**src/design/lcd_cmd_pkg.sv**
```systemverilog
// constants for the lcd power and mode command decoder
// How it works
// - byte 0xee written as command leaves read-modify-write cursor mode
// - leaving that mode reloads column counter with value saved on entry
// - soft reset 0xe2 restores start line, column, page, scan direction; ram kept
// - soft reset leaves power settings alone; only hardware reset clears them
// - byte 1100xxxx latches bit 3 as common scan reverse
// - byte 00101xxx loads converter, regulator and follower enables
// - byte 00100xxx loads regulator ratio code, default 100
// - byte 0x81 arms contrast; next byte loads contrast and disarms
// - contrast takes low six bits of second byte, default 32
// - byte 1010110x sets static indicator mode from bit 0
// - with indicator mode on, next byte is indicator data, then normal decoding
// - indicator output: off, slow blink, fast blink, steady from two bits
// - test opcodes 1111xxxx, 1001xxxx set test state, cleared by either reset
// - all-pixels-on while display off enters power save instead
// - power save picks standby if indicator mode on, else sleep
// - all-pixels-on with bit 0 clear leaves power save
// - sleep stops oscillator, power circuits and drivers, outputs grounded
// - standby stops power circuits and drivers, keeps oscillator for indicator
// - soft reset in standby moves to sleep
// - in read-modify-write mode reads hold the column, writes still advance it
// - byte 1010010x sets all pixels on from bit 0
package lcd_cmd_pkg;
  localparam logic [7:0] CMD_RMW_SET    = 8'he0;
  localparam logic [7:0] CMD_RMW_END    = 8'hee;
  localparam logic [7:0] CMD_SOFT_RESET = 8'he2;
  localparam logic [7:0] CMD_CONTRAST   = 8'h81;
  localparam logic [7:0] CMD_DISP_OFF   = 8'hae;
  localparam logic [7:0] CMD_DISP_ON    = 8'haf;
  localparam logic [3:0] GRP_SCAN       = 4'hc;
  localparam logic [3:0] GRP_TEST_A     = 4'hf;
  localparam logic [3:0] GRP_TEST_B     = 4'h9;
  localparam logic [4:0] GRP_POWER      = 5'h05;
  localparam logic [4:0] GRP_RATIO      = 5'h04;
  localparam logic [6:0] GRP_INDICATOR  = 7'h56;
  localparam logic [6:0] GRP_ALL_ON     = 7'h52;
  localparam logic [3:0] GRP_COL_MSB    = 4'h1;
  localparam logic [3:0] GRP_COL_LSB    = 4'h0;
  localparam logic [3:0] GRP_PAGE       = 4'hb;
  localparam logic [1:0] GRP_START_LINE = 2'h1;
  localparam int         SCAN_BIT       = 3;
  localparam logic [2:0] RATIO_RESET    = 3'h4;
  localparam logic [5:0] CONTRAST_RESET = 6'h20;
  localparam logic [2:0] POWER_RESET    = 3'h0;
  localparam logic [7:0] COLUMN_RESET   = 8'h00;
  localparam logic [3:0] PAGE_RESET     = 4'h0;
  localparam logic [5:0] LINE_RESET     = 6'h00;
  localparam int         CLK_HZ         = 100000000;
  localparam int         SLOW_BLINK_MS  = 1000;
  localparam int         FAST_BLINK_MS  = 500;
  localparam int         SLOW_HALF_CYC  = CLK_HZ / 1000 * SLOW_BLINK_MS / 2;
  localparam int         FAST_HALF_CYC  = CLK_HZ / 1000 * FAST_BLINK_MS / 2;
  localparam logic [1:0] IND_OFF        = 2'h0;
  localparam logic [1:0] IND_SLOW       = 2'h1;
  localparam logic [1:0] IND_FAST       = 2'h2;
  localparam logic [1:0] IND_STEADY     = 2'h3;
  typedef enum logic [1:0] {
    PS_RUN     = 2'b00,
    PS_STANDBY = 2'b01,
    PS_SLEEP   = 2'b11
  } power_state_t;
  typedef enum logic [1:0] {
    PEND_NONE      = 2'b00,
    PEND_CONTRAST  = 2'b01,
    PEND_INDICATOR = 2'b11
  } pending_t;
endpackage : lcd_cmd_pkg

```
**src/design/lcd_column_counter.sv**
```systemverilog
// column address counter with read-modify-write save and restore
`timescale 1ns/1ps
module lcd_column_counter (
  input  wire logic       clk_in,
  input  wire logic       rst_n_in,
  input  wire logic       load_msb_in,
  input  wire logic       load_lsb_in,
  input  wire logic [3:0] nibble_in,
  input  wire logic       clear_in,
  input  wire logic       rmw_enter_in,
  input  wire logic       rmw_exit_in,
  input  wire logic       rmw_active_in,
  input  wire logic       data_read_in,
  input  wire logic       data_write_in,
  output logic      [7:0] column_out
);
  logic [7:0] column;
  logic [7:0] saved;
  logic [7:0] next_column;
  logic [7:0] next_saved;

  always_comb begin
    next_column = column;
    next_saved  = saved;
    if (rmw_enter_in) begin
      next_saved = column;
    end
    if (clear_in) begin
      next_column = lcd_cmd_pkg::COLUMN_RESET;
    end else if (rmw_exit_in) begin
      next_column = saved;
    end else if (load_msb_in) begin
      next_column = {nibble_in, column[3:0]};
    end else if (load_lsb_in) begin
      next_column = {column[7:4], nibble_in};
    end else if (data_write_in || (data_read_in && !rmw_active_in)) begin
      next_column = 8'(column + 8'h01);
    end
  end

  always_ff @(posedge clk_in) begin
    if (!rst_n_in) begin
      column <= lcd_cmd_pkg::COLUMN_RESET;
      saved  <= lcd_cmd_pkg::COLUMN_RESET;
    end else begin
      column <= next_column;
      saved  <= next_saved;
    end
  end

  assign column_out = column;
endmodule : lcd_column_counter

```
**src/design/lcd_indicator_blinker.sv**
```systemverilog
// static indicator drive with two blink rates
`timescale 1ns/1ps
module lcd_indicator_blinker #(
  parameter int SLOW_HALF = lcd_cmd_pkg::SLOW_HALF_CYC,
  parameter int FAST_HALF = lcd_cmd_pkg::FAST_HALF_CYC
) (
  input  wire logic       clk_in,
  input  wire logic       rst_n_in,
  input  wire logic       osc_run_in,
  input  wire logic [1:0] pattern_in,
  output logic            drive_out
);
  initial begin
    if (FAST_HALF < 1 || SLOW_HALF < FAST_HALF) begin
      $error("blink half periods must be positive and slow not below fast");
    end
  end

  logic [31:0] count;
  logic        phase;
  logic        drive;
  logic [31:0] next_count;
  logic        next_phase;
  logic        next_drive;
  logic [31:0] half;

  always_comb begin
    half       = (pattern_in == lcd_cmd_pkg::IND_FAST) ? 32'(FAST_HALF) : 32'(SLOW_HALF);
    next_count = count;
    next_phase = phase;
    // oscillator stopped freezes the blink phase; sleep also forces the pin low
    if (osc_run_in) begin
      if (count >= half - 32'h1) begin
        next_count = 32'h0;
        next_phase = !phase;
      end else begin
        next_count = 32'(count + 32'h1);
      end
    end
    unique case (pattern_in)
      lcd_cmd_pkg::IND_OFF:    next_drive = 1'b0;
      lcd_cmd_pkg::IND_SLOW:   next_drive = phase;
      lcd_cmd_pkg::IND_FAST:   next_drive = phase;
      lcd_cmd_pkg::IND_STEADY: next_drive = 1'b1;
    endcase
    if (!osc_run_in) begin
      next_drive = 1'b0;
    end
  end

  always_ff @(posedge clk_in) begin
    if (!rst_n_in) begin
      count <= 32'h0;
      phase <= 1'b0;
      drive <= 1'b0;
    end else begin
      count <= next_count;
      phase <= next_phase;
      drive <= next_drive;
    end
  end

  assign drive_out = drive;
endmodule : lcd_indicator_blinker

```
**src/design/lcd_power_mode_command_decoder.sv**
```systemverilog
// command decoder for power, scan, contrast, indicator and power save
`timescale 1ns/1ps
module lcd_power_mode_command_decoder #(
  parameter int SLOW_HALF = lcd_cmd_pkg::SLOW_HALF_CYC,
  parameter int FAST_HALF = lcd_cmd_pkg::FAST_HALF_CYC
) (
  input  wire logic       CLK_IN,
  input  wire logic       RESETN_IN,
  input  wire logic       STROBE_IN,
  input  wire logic       REGISTER_SELECT_IN,
  input  wire logic       READ_NOT_WRITE_IN,
  input  wire logic [7:0] DATA_IN,
  output logic            RMW_ACTIVE_OUT,
  output logic      [7:0] COLUMN_OUT,
  output logic      [3:0] PAGE_OUT,
  output logic      [5:0] START_LINE_OUT,
  output logic            COM_SCAN_REVERSE_OUT,
  output logic            CONVERTER_ENABLE_OUT,
  output logic            REGULATOR_ENABLE_OUT,
  output logic            FOLLOWER_ENABLE_OUT,
  output logic      [2:0] RATIO_OUT,
  output logic      [5:0] CONTRAST_OUT,
  output logic            CONTRAST_PENDING_OUT,
  output logic            INDICATOR_MODE_ON_OUT,
  output logic            INDICATOR_PENDING_OUT,
  output logic      [1:0] INDICATOR_BLINK_OUT,
  output logic            INDICATOR_DRIVE_OUT,
  output logic            TEST_STATE_OUT,
  output logic            DISPLAY_ON_OUT,
  output logic            ALL_PIXELS_ON_OUT,
  output logic            STANDBY_OUT,
  output logic            SLEEP_OUT,
  output logic            OSC_RUN_OUT,
  output logic            POWER_CIRCUITS_RUN_OUT,
  output logic            DRIVERS_RUN_OUT
);
  // ==========================================================
  // byte classification
  // ==========================================================
  logic cmd_write;
  logic data_write;
  logic data_read;
  logic [7:0] b;

  assign b          = DATA_IN;
  assign cmd_write  = STROBE_IN && !REGISTER_SELECT_IN && !READ_NOT_WRITE_IN;
  assign data_write = STROBE_IN && REGISTER_SELECT_IN && !READ_NOT_WRITE_IN;
  assign data_read  = STROBE_IN && REGISTER_SELECT_IN && READ_NOT_WRITE_IN;

  // ==========================================================
  // state
  // ==========================================================
  lcd_cmd_pkg::pending_t     pending;
  lcd_cmd_pkg::power_state_t pstate;
  logic       rmw;
  logic [3:0] page;
  logic [5:0] line;
  logic       scan_rev;
  logic [2:0] power;
  logic [2:0] ratio;
  logic [5:0] contrast;
  logic       ind_mode;
  logic [1:0] ind_pat;
  logic       test;
  logic       disp_on;
  logic       all_on;

  lcd_cmd_pkg::pending_t     next_pending;
  lcd_cmd_pkg::power_state_t next_pstate;
  logic       next_rmw;
  logic [3:0] next_page;
  logic [5:0] next_line;
  logic       next_scan_rev;
  logic [2:0] next_power;
  logic [2:0] next_ratio;
  logic [5:0] next_contrast;
  logic       next_ind_mode;
  logic [1:0] next_ind_pat;
  logic       next_test;
  logic       next_disp_on;
  logic       next_all_on;

  logic opcode;
  logic soft_reset;
  logic rmw_enter;
  logic rmw_exit;
  logic col_msb;
  logic col_lsb;

  // a byte following an arming byte is data, never an opcode
  assign opcode     = cmd_write && pending == lcd_cmd_pkg::PEND_NONE;
  assign soft_reset = opcode && b == lcd_cmd_pkg::CMD_SOFT_RESET;
  assign rmw_enter  = opcode && b == lcd_cmd_pkg::CMD_RMW_SET;
  assign rmw_exit   = opcode && b == lcd_cmd_pkg::CMD_RMW_END && rmw;
  assign col_msb    = opcode && b[7:4] == lcd_cmd_pkg::GRP_COL_MSB;
  assign col_lsb    = opcode && b[7:4] == lcd_cmd_pkg::GRP_COL_LSB;

  // ==========================================================
  // decode
  // ==========================================================
  always_comb begin
    next_pending  = pending;
    next_pstate   = pstate;
    next_rmw      = rmw;
    next_page     = page;
    next_line     = line;
    next_scan_rev = scan_rev;
    next_power    = power;
    next_ratio    = ratio;
    next_contrast = contrast;
    next_ind_mode = ind_mode;
    next_ind_pat  = ind_pat;
    next_test     = test;
    next_disp_on  = disp_on;
    next_all_on   = all_on;
    if (cmd_write && pending == lcd_cmd_pkg::PEND_CONTRAST) begin
      next_contrast = b[5:0];
      next_pending  = lcd_cmd_pkg::PEND_NONE;
    end else if (cmd_write && pending == lcd_cmd_pkg::PEND_INDICATOR) begin
      next_ind_pat = b[1:0];
      next_pending = lcd_cmd_pkg::PEND_NONE;
    end else if (opcode) begin
      if (b == lcd_cmd_pkg::CMD_RMW_SET) begin
        next_rmw = 1'b1;
      end else if (b == lcd_cmd_pkg::CMD_RMW_END) begin
        next_rmw = 1'b0;
      end else if (b == lcd_cmd_pkg::CMD_SOFT_RESET) begin
        // power, ratio and contrast are left as they are
        next_line     = lcd_cmd_pkg::LINE_RESET;
        next_page     = lcd_cmd_pkg::PAGE_RESET;
        next_scan_rev = 1'b0;
        next_test     = 1'b0;
        if (pstate == lcd_cmd_pkg::PS_STANDBY) begin
          next_pstate = lcd_cmd_pkg::PS_SLEEP;
        end
      end else if (b == lcd_cmd_pkg::CMD_CONTRAST) begin
        next_pending = lcd_cmd_pkg::PEND_CONTRAST;
      end else if (b == lcd_cmd_pkg::CMD_DISP_OFF) begin
        next_disp_on = 1'b0;
      end else if (b == lcd_cmd_pkg::CMD_DISP_ON) begin
        next_disp_on = 1'b1;
      end else if (b[7:1] == lcd_cmd_pkg::GRP_INDICATOR) begin
        next_ind_mode = b[0];
        if (b[0]) begin
          next_pending = lcd_cmd_pkg::PEND_INDICATOR;
        end
      end else if (b[7:1] == lcd_cmd_pkg::GRP_ALL_ON) begin
        if (b[0] && !disp_on) begin
          // pixels are not lit; the byte becomes a power save request
          next_pstate = ind_mode ? lcd_cmd_pkg::PS_STANDBY : lcd_cmd_pkg::PS_SLEEP;
        end else begin
          next_all_on = b[0];
          if (!b[0]) begin
            next_pstate = lcd_cmd_pkg::PS_RUN;
          end
        end
      end else if (b[7:4] == lcd_cmd_pkg::GRP_SCAN) begin
        next_scan_rev = b[lcd_cmd_pkg::SCAN_BIT];
      end else if (b[7:4] == lcd_cmd_pkg::GRP_TEST_A || b[7:4] == lcd_cmd_pkg::GRP_TEST_B) begin
        next_test = 1'b1;
      end else if (b[7:3] == lcd_cmd_pkg::GRP_POWER) begin
        next_power = b[2:0];
      end else if (b[7:3] == lcd_cmd_pkg::GRP_RATIO) begin
        next_ratio = b[2:0];
      end else if (b[7:4] == lcd_cmd_pkg::GRP_PAGE) begin
        next_page = b[3:0];
      end else if (b[7:6] == lcd_cmd_pkg::GRP_START_LINE) begin
        next_line = b[5:0];
      end
    end
  end

  always_ff @(posedge CLK_IN) begin
    if (!RESETN_IN) begin
      pending  <= lcd_cmd_pkg::PEND_NONE;
      pstate   <= lcd_cmd_pkg::PS_RUN;
      rmw      <= 1'b0;
      page     <= lcd_cmd_pkg::PAGE_RESET;
      line     <= lcd_cmd_pkg::LINE_RESET;
      scan_rev <= 1'b0;
      power    <= lcd_cmd_pkg::POWER_RESET;
      ratio    <= lcd_cmd_pkg::RATIO_RESET;
      contrast <= lcd_cmd_pkg::CONTRAST_RESET;
      ind_mode <= 1'b0;
      ind_pat  <= lcd_cmd_pkg::IND_OFF;
      test     <= 1'b0;
      disp_on  <= 1'b0;
      all_on   <= 1'b0;
    end else begin
      pending  <= next_pending;
      pstate   <= next_pstate;
      rmw      <= next_rmw;
      page     <= next_page;
      line     <= next_line;
      scan_rev <= next_scan_rev;
      power    <= next_power;
      ratio    <= next_ratio;
      contrast <= next_contrast;
      ind_mode <= next_ind_mode;
      ind_pat  <= next_ind_pat;
      test     <= next_test;
      disp_on  <= next_disp_on;
      all_on   <= next_all_on;
    end
  end

  // ==========================================================
  // column counter and indicator
  // ==========================================================
  logic osc_run;
  logic run;

  assign run     = pstate == lcd_cmd_pkg::PS_RUN;
  assign osc_run = pstate != lcd_cmd_pkg::PS_SLEEP;

  lcd_column_counter u_column (
    .clk_in        (CLK_IN),
    .rst_n_in      (RESETN_IN),
    .load_msb_in   (col_msb),
    .load_lsb_in   (col_lsb),
    .nibble_in     (b[3:0]),
    .clear_in      (soft_reset),
    .rmw_enter_in  (rmw_enter),
    .rmw_exit_in   (rmw_exit),
    .rmw_active_in (rmw),
    .data_read_in  (data_read),
    .data_write_in (data_write),
    .column_out    (COLUMN_OUT)
  );

  lcd_indicator_blinker #(
    .SLOW_HALF (SLOW_HALF),
    .FAST_HALF (FAST_HALF)
  ) u_blink (
    .clk_in     (CLK_IN),
    .rst_n_in   (RESETN_IN),
    .osc_run_in (osc_run),
    .pattern_in (ind_pat),
    .drive_out  (INDICATOR_DRIVE_OUT)
  );

  // ==========================================================
  // outputs
  // ==========================================================
  assign RMW_ACTIVE_OUT         = rmw;
  assign PAGE_OUT               = page;
  assign START_LINE_OUT         = line;
  assign COM_SCAN_REVERSE_OUT   = scan_rev;
  // power circuits are gated off in both save states, register kept
  assign CONVERTER_ENABLE_OUT   = power[2] && run;
  assign REGULATOR_ENABLE_OUT   = power[1] && run;
  assign FOLLOWER_ENABLE_OUT    = power[0] && run;
  assign RATIO_OUT              = ratio;
  assign CONTRAST_OUT           = contrast;
  assign CONTRAST_PENDING_OUT   = pending == lcd_cmd_pkg::PEND_CONTRAST;
  assign INDICATOR_MODE_ON_OUT  = ind_mode;
  assign INDICATOR_PENDING_OUT  = pending == lcd_cmd_pkg::PEND_INDICATOR;
  assign INDICATOR_BLINK_OUT    = ind_pat;
  assign TEST_STATE_OUT         = test;
  assign DISPLAY_ON_OUT         = disp_on;
  assign ALL_PIXELS_ON_OUT      = all_on;
  assign STANDBY_OUT            = pstate == lcd_cmd_pkg::PS_STANDBY;
  assign SLEEP_OUT              = pstate == lcd_cmd_pkg::PS_SLEEP;
  assign OSC_RUN_OUT            = osc_run;
  assign POWER_CIRCUITS_RUN_OUT = run;
  assign DRIVERS_RUN_OUT        = run;
endmodule : lcd_power_mode_command_decoder

```
**config.mk**
```make
export PLATFORM = sky130hd
export DESIGN_NAME = lcd_power_mode_command_decoder
export DESIGN_NICKNAME = d
export VERILOG_FILES = /design/src/design/lcd_cmd_pkg.sv /design/src/design/lcd_column_counter.sv /design/src/design/lcd_indicator_blinker.sv /design/src/design/lcd_power_mode_command_decoder.sv
export SDC_FILE = /design/constraint.sdc
export NUM_CORES = 1
export LEC_CHECK = 0
export ABC_CLOCK_PERIOD_IN_PS = 2700
export BUFFER_PORTS_ARGS = -buffer_cell sky130_fd_sc_hd__buf_2
export CORE_MARGIN = 2
export CORE_UTILIZATION = 52
export CTS_CLUSTER_SIZE = 14
export DETAILED_ROUTE_END_ITERATION = 7
export HOLD_SLACK_MARGIN = 0.15
export PLACE_DENSITY = 0.76
export SYNTH_ARGS = -nofsm -noshare
export SYNTH_HDL_FRONTEND = slang
export SYNTH_SLANG_ARGS = --single-unit
```
**constraint.sdc**
```tcl
create_clock -name CLK_IN -period 2.7 [get_ports CLK_IN]
set_clock_uncertainty 0.15 [all_clocks]
set_input_delay 0.135 -clock CLK_IN [delete_from_list [all_inputs] [get_ports CLK_IN]]
set_output_delay 0.135 -clock CLK_IN [all_outputs]
set_load 0.05 [all_outputs]
```
* Word-level counts from Yosys, hierarchy flattened
Index checks and enable logic that the tools add are counted.
Cells by class: multiplexer cells 64, add/subtract/negate cells 3, reductions and logical operators 61, bitwise logic cells 15, eq/ne operators 40, magnitude comparators 1
Operators by type and width (count):
- $mux 6 | 12
- $eq 8x8->1 const B | 6
- $mux 4 | 11
- $reduce_and 12->1 | 3
- $add 32x1->32 const B | 1
- $ge 32x32->1 | 1
- $mux 32 | 1
- $mux 8 | 4
- $sub 32x1->32 const B | 1
- $mux 2 | 15
- $ne 2x2->1 const B | 15
- $reduce_and 15->1 | 2
- $mux 26 | 1
- $logic_and 1x1->1 | 19
- $mux 1 | 19
- $reduce_bool 2->1 | 9
- $eq 4x4->1 const B | 4
- $reduce_and 16->1 | 1
- $reduce_and 8->1 | 2
- $not 1->1 | 15
- $eq 7x7->1 const B | 2
- $reduce_and 14->1 | 1
- $reduce_and 11->1 | 1
- $eq 5x3->1 const B | 2
- 17 further kinds | 36
Storage, ports and cells: word-level logic and storage cells 204, flip-flop bits (word level) 84, input bits 13

* Longest topological paths before layout
depth after elaboration 13, mapped depth 13

* Modules after synthesis
From an unflattened synthesis, not the netlist that was laid out.
Unflattened totals: cells, all modules 524, area total of the unflattened synthesis 4474.3 sq um
By module, submodules not included:
- lcd_indicator_blinker | instances 1, cells each 219, area an instance 1893.1 sq um
- lcd_power_mode_command_decoder | instances 1, cells each 206, area an instance 1714.1 sq um
- lcd_column_counter | instances 1, cells each 99, area an instance 867.1 sq um

* Worst setup path after synthesis
OpenSTA, ideal clock, no wires.
kind register -> register, start point register ind_pat[1], in the netlist INDICATOR_BLINK_OUT[1], end point register u_blink.count[28], cell stages (with the launch flop) 13, library setup time 0.115 ns, arrival 3.074 ns, slack -0.639 ns, period minus slack after synthesis 3.339 ns, cell sequence dfxtp_1 > ha_1 > clkbuf_1 > inv_1 > ha_1 > nand2_1 > or4b_1 > a311oi_1 > a211oi_1 > o21ai_2 > buf_4 > buf_6 > nor2_1
On the way: longest elaborated chain between the ends 5
Ends and longest elaborated chain:
- start: declaration | line lcd_power_mode_command_decoder.sv:63 | logic [1:0] ind_pat;
- start signal: assignment | line lcd_power_mode_command_decoder.sv:185 | ind_pat <= lcd_cmd_pkg::IND_OFF;
- start signal: assignment | line lcd_power_mode_command_decoder.sv:200 | ind_pat <= next_ind_pat;
- $eq 2x2->1 | line lcd_indicator_blinker.sv:28 | half = (pattern_in == lcd_cmd_pkg::IND_FAST) ? 32'(FAST_HALF) : 32'(SLOW_HALF);
- $mux 26 | line lcd_indicator_blinker.sv:28
- $sub 32x1->32 | line lcd_indicator_blinker.sv:33 | if (count >= half - 32'h1) begin
- $ge 32x32->1 | line lcd_indicator_blinker.sv:33
- $mux 32 | line lcd_indicator_blinker.sv:33
- end signal: assignment | line lcd_indicator_blinker.sv:57 | count <= next_count;
- end: declaration | line lcd_indicator_blinker.sv:19 | logic [31:0] count;
Every way passes these cells. A chain may end at the register's enable or synchronous reset.

* Final worst setup path
start point register u_blink.count[29], end point register u_blink.count[16]
On the way: longest elaborated chain between the ends 2
Ends and longest elaborated chain (line):
- $ge 32x32->1 | lcd_indicator_blinker.sv:33
- $mux 32 | lcd_indicator_blinker.sv:33
Every way passes these cells.

==> reports/qor.csv <==
metric;value;unit
status;finished, final reports clean;
yosysMostFrequentCell;dfxtp_1;
syn_nets;528;
clock_path_buffers;2;
seqCellArea;1690;um2
io_buffers;58;
worst_r2r_startpoint;u_blink.count[29]$_SDFFE_PN0N_;
gp_congestion;0.899;
drtIter0Drc;198;
drive_gt1_frac;0.181;
cp_slowest_stage_delay;0.56;ns
dp_hpwl;6980;um
yosysWarnings;0;
relSlewSlack;0.386;
yosysUniqueCellTypes;58;
p_total;2.33;mW
period_share;0.939;
overflow;0;
insertedDiodeCount;0;
ys_ff_latch;84;
ant_nets;0;
rr_endpoint;u_blink.count[16]$_SDFFE_PN0N_;
core;8090;um2
die_w;94.8;um
fillers;712;
rsz0062_at_grt;no;
crit_slowest_cell;or4b_1;
cp-start-kind;flop;
end_kind;flop;
cp_max_fo;29;
syn_avg_cell_area;8.49;um2
grt_start_max_net_pins;31;
mappedNetlistArea;4290;um2
r2r_slack;0.16;ns
cts_tree;yes;
cp_num_buf_inv;1;
final_cells;681;
worst_pin_slew;0.897;ns
fin_setup_tns;0;ns
cap_violations;0;
start_util;0.530;
finalMaxSlewViolations;0;
cp-startpoint;u_blink.count[29]$_SDFFE_PN0N_;
synthArstFlopShare;0;
grt_pass1_vias;3755;
clockRootBuffer;clkbuf_8;
crit_arrival;2.64;ns
crit_type;reg -> reg;
syn_inst;505;
clk_latency;0.36;ns
num_rows;33;
required;2.80;ns
critPathCapture;u_blink.count[16]$_SDFFE_PN0N_;
die_area;8980;um2
clkSlewWorstSetupHoldPaths;0.08;ns
cts_made_buffers;9;
ys.flop_type;dfxtp_1;
clock_tree.htree_level_count;3;
clock-sinks;84;
max_freq;394;MHz
cp_cell_sequence;or4_1, or4b_1, a311oi_2, a211oi_2, o21ai_2, buf_12, nor2_1;
p_leak;1.98;nW
yosys.area.top_type;dfxtp_1;
area_delta_synth_final;17.9;%
dr.pass1.iters;6;
vias_per_cell;5.62;
nets;594;
drt-total-wl;10100;um
wl_per_cell;14.8;um
synthTopCellsByCount;dfxtp_1, nor2_1, nand2_1;
placed_cells;656;
grt_use_total;0.241;
peakVddDrop;376;uV
hold_viol_final;0;
yosysSeqAreaShare;0.392;
period_needed;2.54;ns
synth_top_area_share;0.392;
die_y;94.8;um
setup-violations-final;0;
critPathTopFamily;simple AND/OR/NAND/NOR gates;
netlist_top_cells_area;dfxtp_1, mux2i_1, nor2_1, nand2_1, nor2b_1;
min_path_type;in -> reg;
multi_input_area;2510;um2
r2r_cells;7;
powerDensity;461;nW/um2
ios;59;
vias;3830;
antenna_found_initial;0;
crit_cells;7;
drc_errors;0;
grt_pass1_wl;17200;um
synth_enable_flop_cells;0;
tightest hold or removal path, delay by kind of cell:
family | cells | cell delay [ns]
and+or+nand+nor | 2 | 0.14
AOI/OAI and AO/OA | 1 | 0.08
muxes | 1 | 0.15
buffers and inverters | 1 | 0.14
through the flow:
stage / hold WS (ns) / setup slack (ns) / util / cell area (um2)
finish: 0.170 / 0.164 / 0.624 / 5050
global route: 0.208 / 0.00480 / 0.624 / 5050
CTS: 0.156 / 0.0573 / 0.622 / 5040
detailed placement: 0.310 / 0.185 / 0.588 / 4760
global placement: 0.302 / 0.223 / 0.588 / 4760
floorplan: 0.155 / 0.0133 / - / 4350
flip-flops by register name, summed over array words and instances (netlist names), 2 cells and up:
name,cells
u_column.column_out,8
CONTRAST_OUT,6
PAGE_OUT,4
pending,2
pstate,2
u_column.saved,8
START_LINE_OUT,6
u_blink.count,32
RATIO_OUT,3
INDICATOR_BLINK_OUT,2
power,3
final cells by class:
type / count / share of cell area
flip-flops and latches: 84 / 0.334
clock buffers: 9 / 0.0245
inverters: 8 / 0.00644
clock inverters: 7 / 0.0131
repair buffers: 81 / 0.0986
well taps: 105 / 0.0260
multi-input cells: 387 / 0.497
worst min path at each step:
stage	to	cells after the start	slack [ns]	startpoint
finish	COM_SCAN_REVERSE_OUT$_SDFFE_PN0P_	5	0.17	DATA_IN[6]
detailed placement	RATIO_OUT[2]$_SDFFE_PN1P_	2	0.31	RATIO_OUT[2]$_SDFFE_PN1P_
floorplan	START_LINE_OUT[0]$_SDFFE_PN0P_	2	0.15	DATA_IN[0]
global route	u_column.column_out[7]$_SDFFE_PP0P_	3	0.21	DATA_IN[3]
global placement	u_column.saved[7]$_SDFFE_PN0P_	2	0.30	u_column.saved[7]$_SDFFE_PN0P_
CTS	u_column.column_out[6]$_SDFFE_PP0P_	5	0.16	REGISTER_SELECT_IN
cells in the final DEF (no fill, tap or decap), drive strengths merged, types with 3 or more instances in the layout:
cell type	count
nand3	19
and3b	3
nor2	61
nor3b	3
nor3	19
clkinv	4
mux2i	24
buf	72
o21a	3
a221oi	3
a21boi	14
a222oi	3
nor2b	30
nand4	16
clkbuf	9
xnor2	13
and4	7
or3	3
dlygate4sd3	9
nand2b	5
a31oi	5
ha	10
inv	8
xor2	21
nand2	50
dfxtp	84
and3	9
and2	7
o21ai	10
a21oi	17
a211oi	4
what timing repair did:
item                       4_1_cts  5_1_grt
gates resized for setup          0        3
setup endpoints to repair        0        1
hold endpoints to repair        36        0
buffers inserted                 0        0
hold buffers                     9        0
logic make-up (layout without fill, tap and decap cells):
logic type,after synthesis,in the layout,synth area share
xor gates and xnor gates,34,34,0.0695
DFF,84,84,0.392
AOI/OAI and AO/OA,74,74,0.125
adders and majority gates,10,10,0.0292
muxes,25,25,0.0587
buffers and inverters,34,105,0.0336
and+or+nand+nor,244,244,0.291
per-layer routing:
metal / routed length [um] / vias to the layer above / track usage
li1: - / 1918 / -
met3: 471 / 12 / 0.0487
met4: 161 / 0 / 0.0978
met1: 4530 / 1814 / 0.292
met5: 0 / - / 0
met2: 4920 / 86 / 0.417
power by group:
group | switching [mW] | internal, mW
sequential | 0.0146 | 1.25
clock | 0.457 | 0.422
combinational | 0.118 | 0.0685
(Power assumes the default switching activity.)
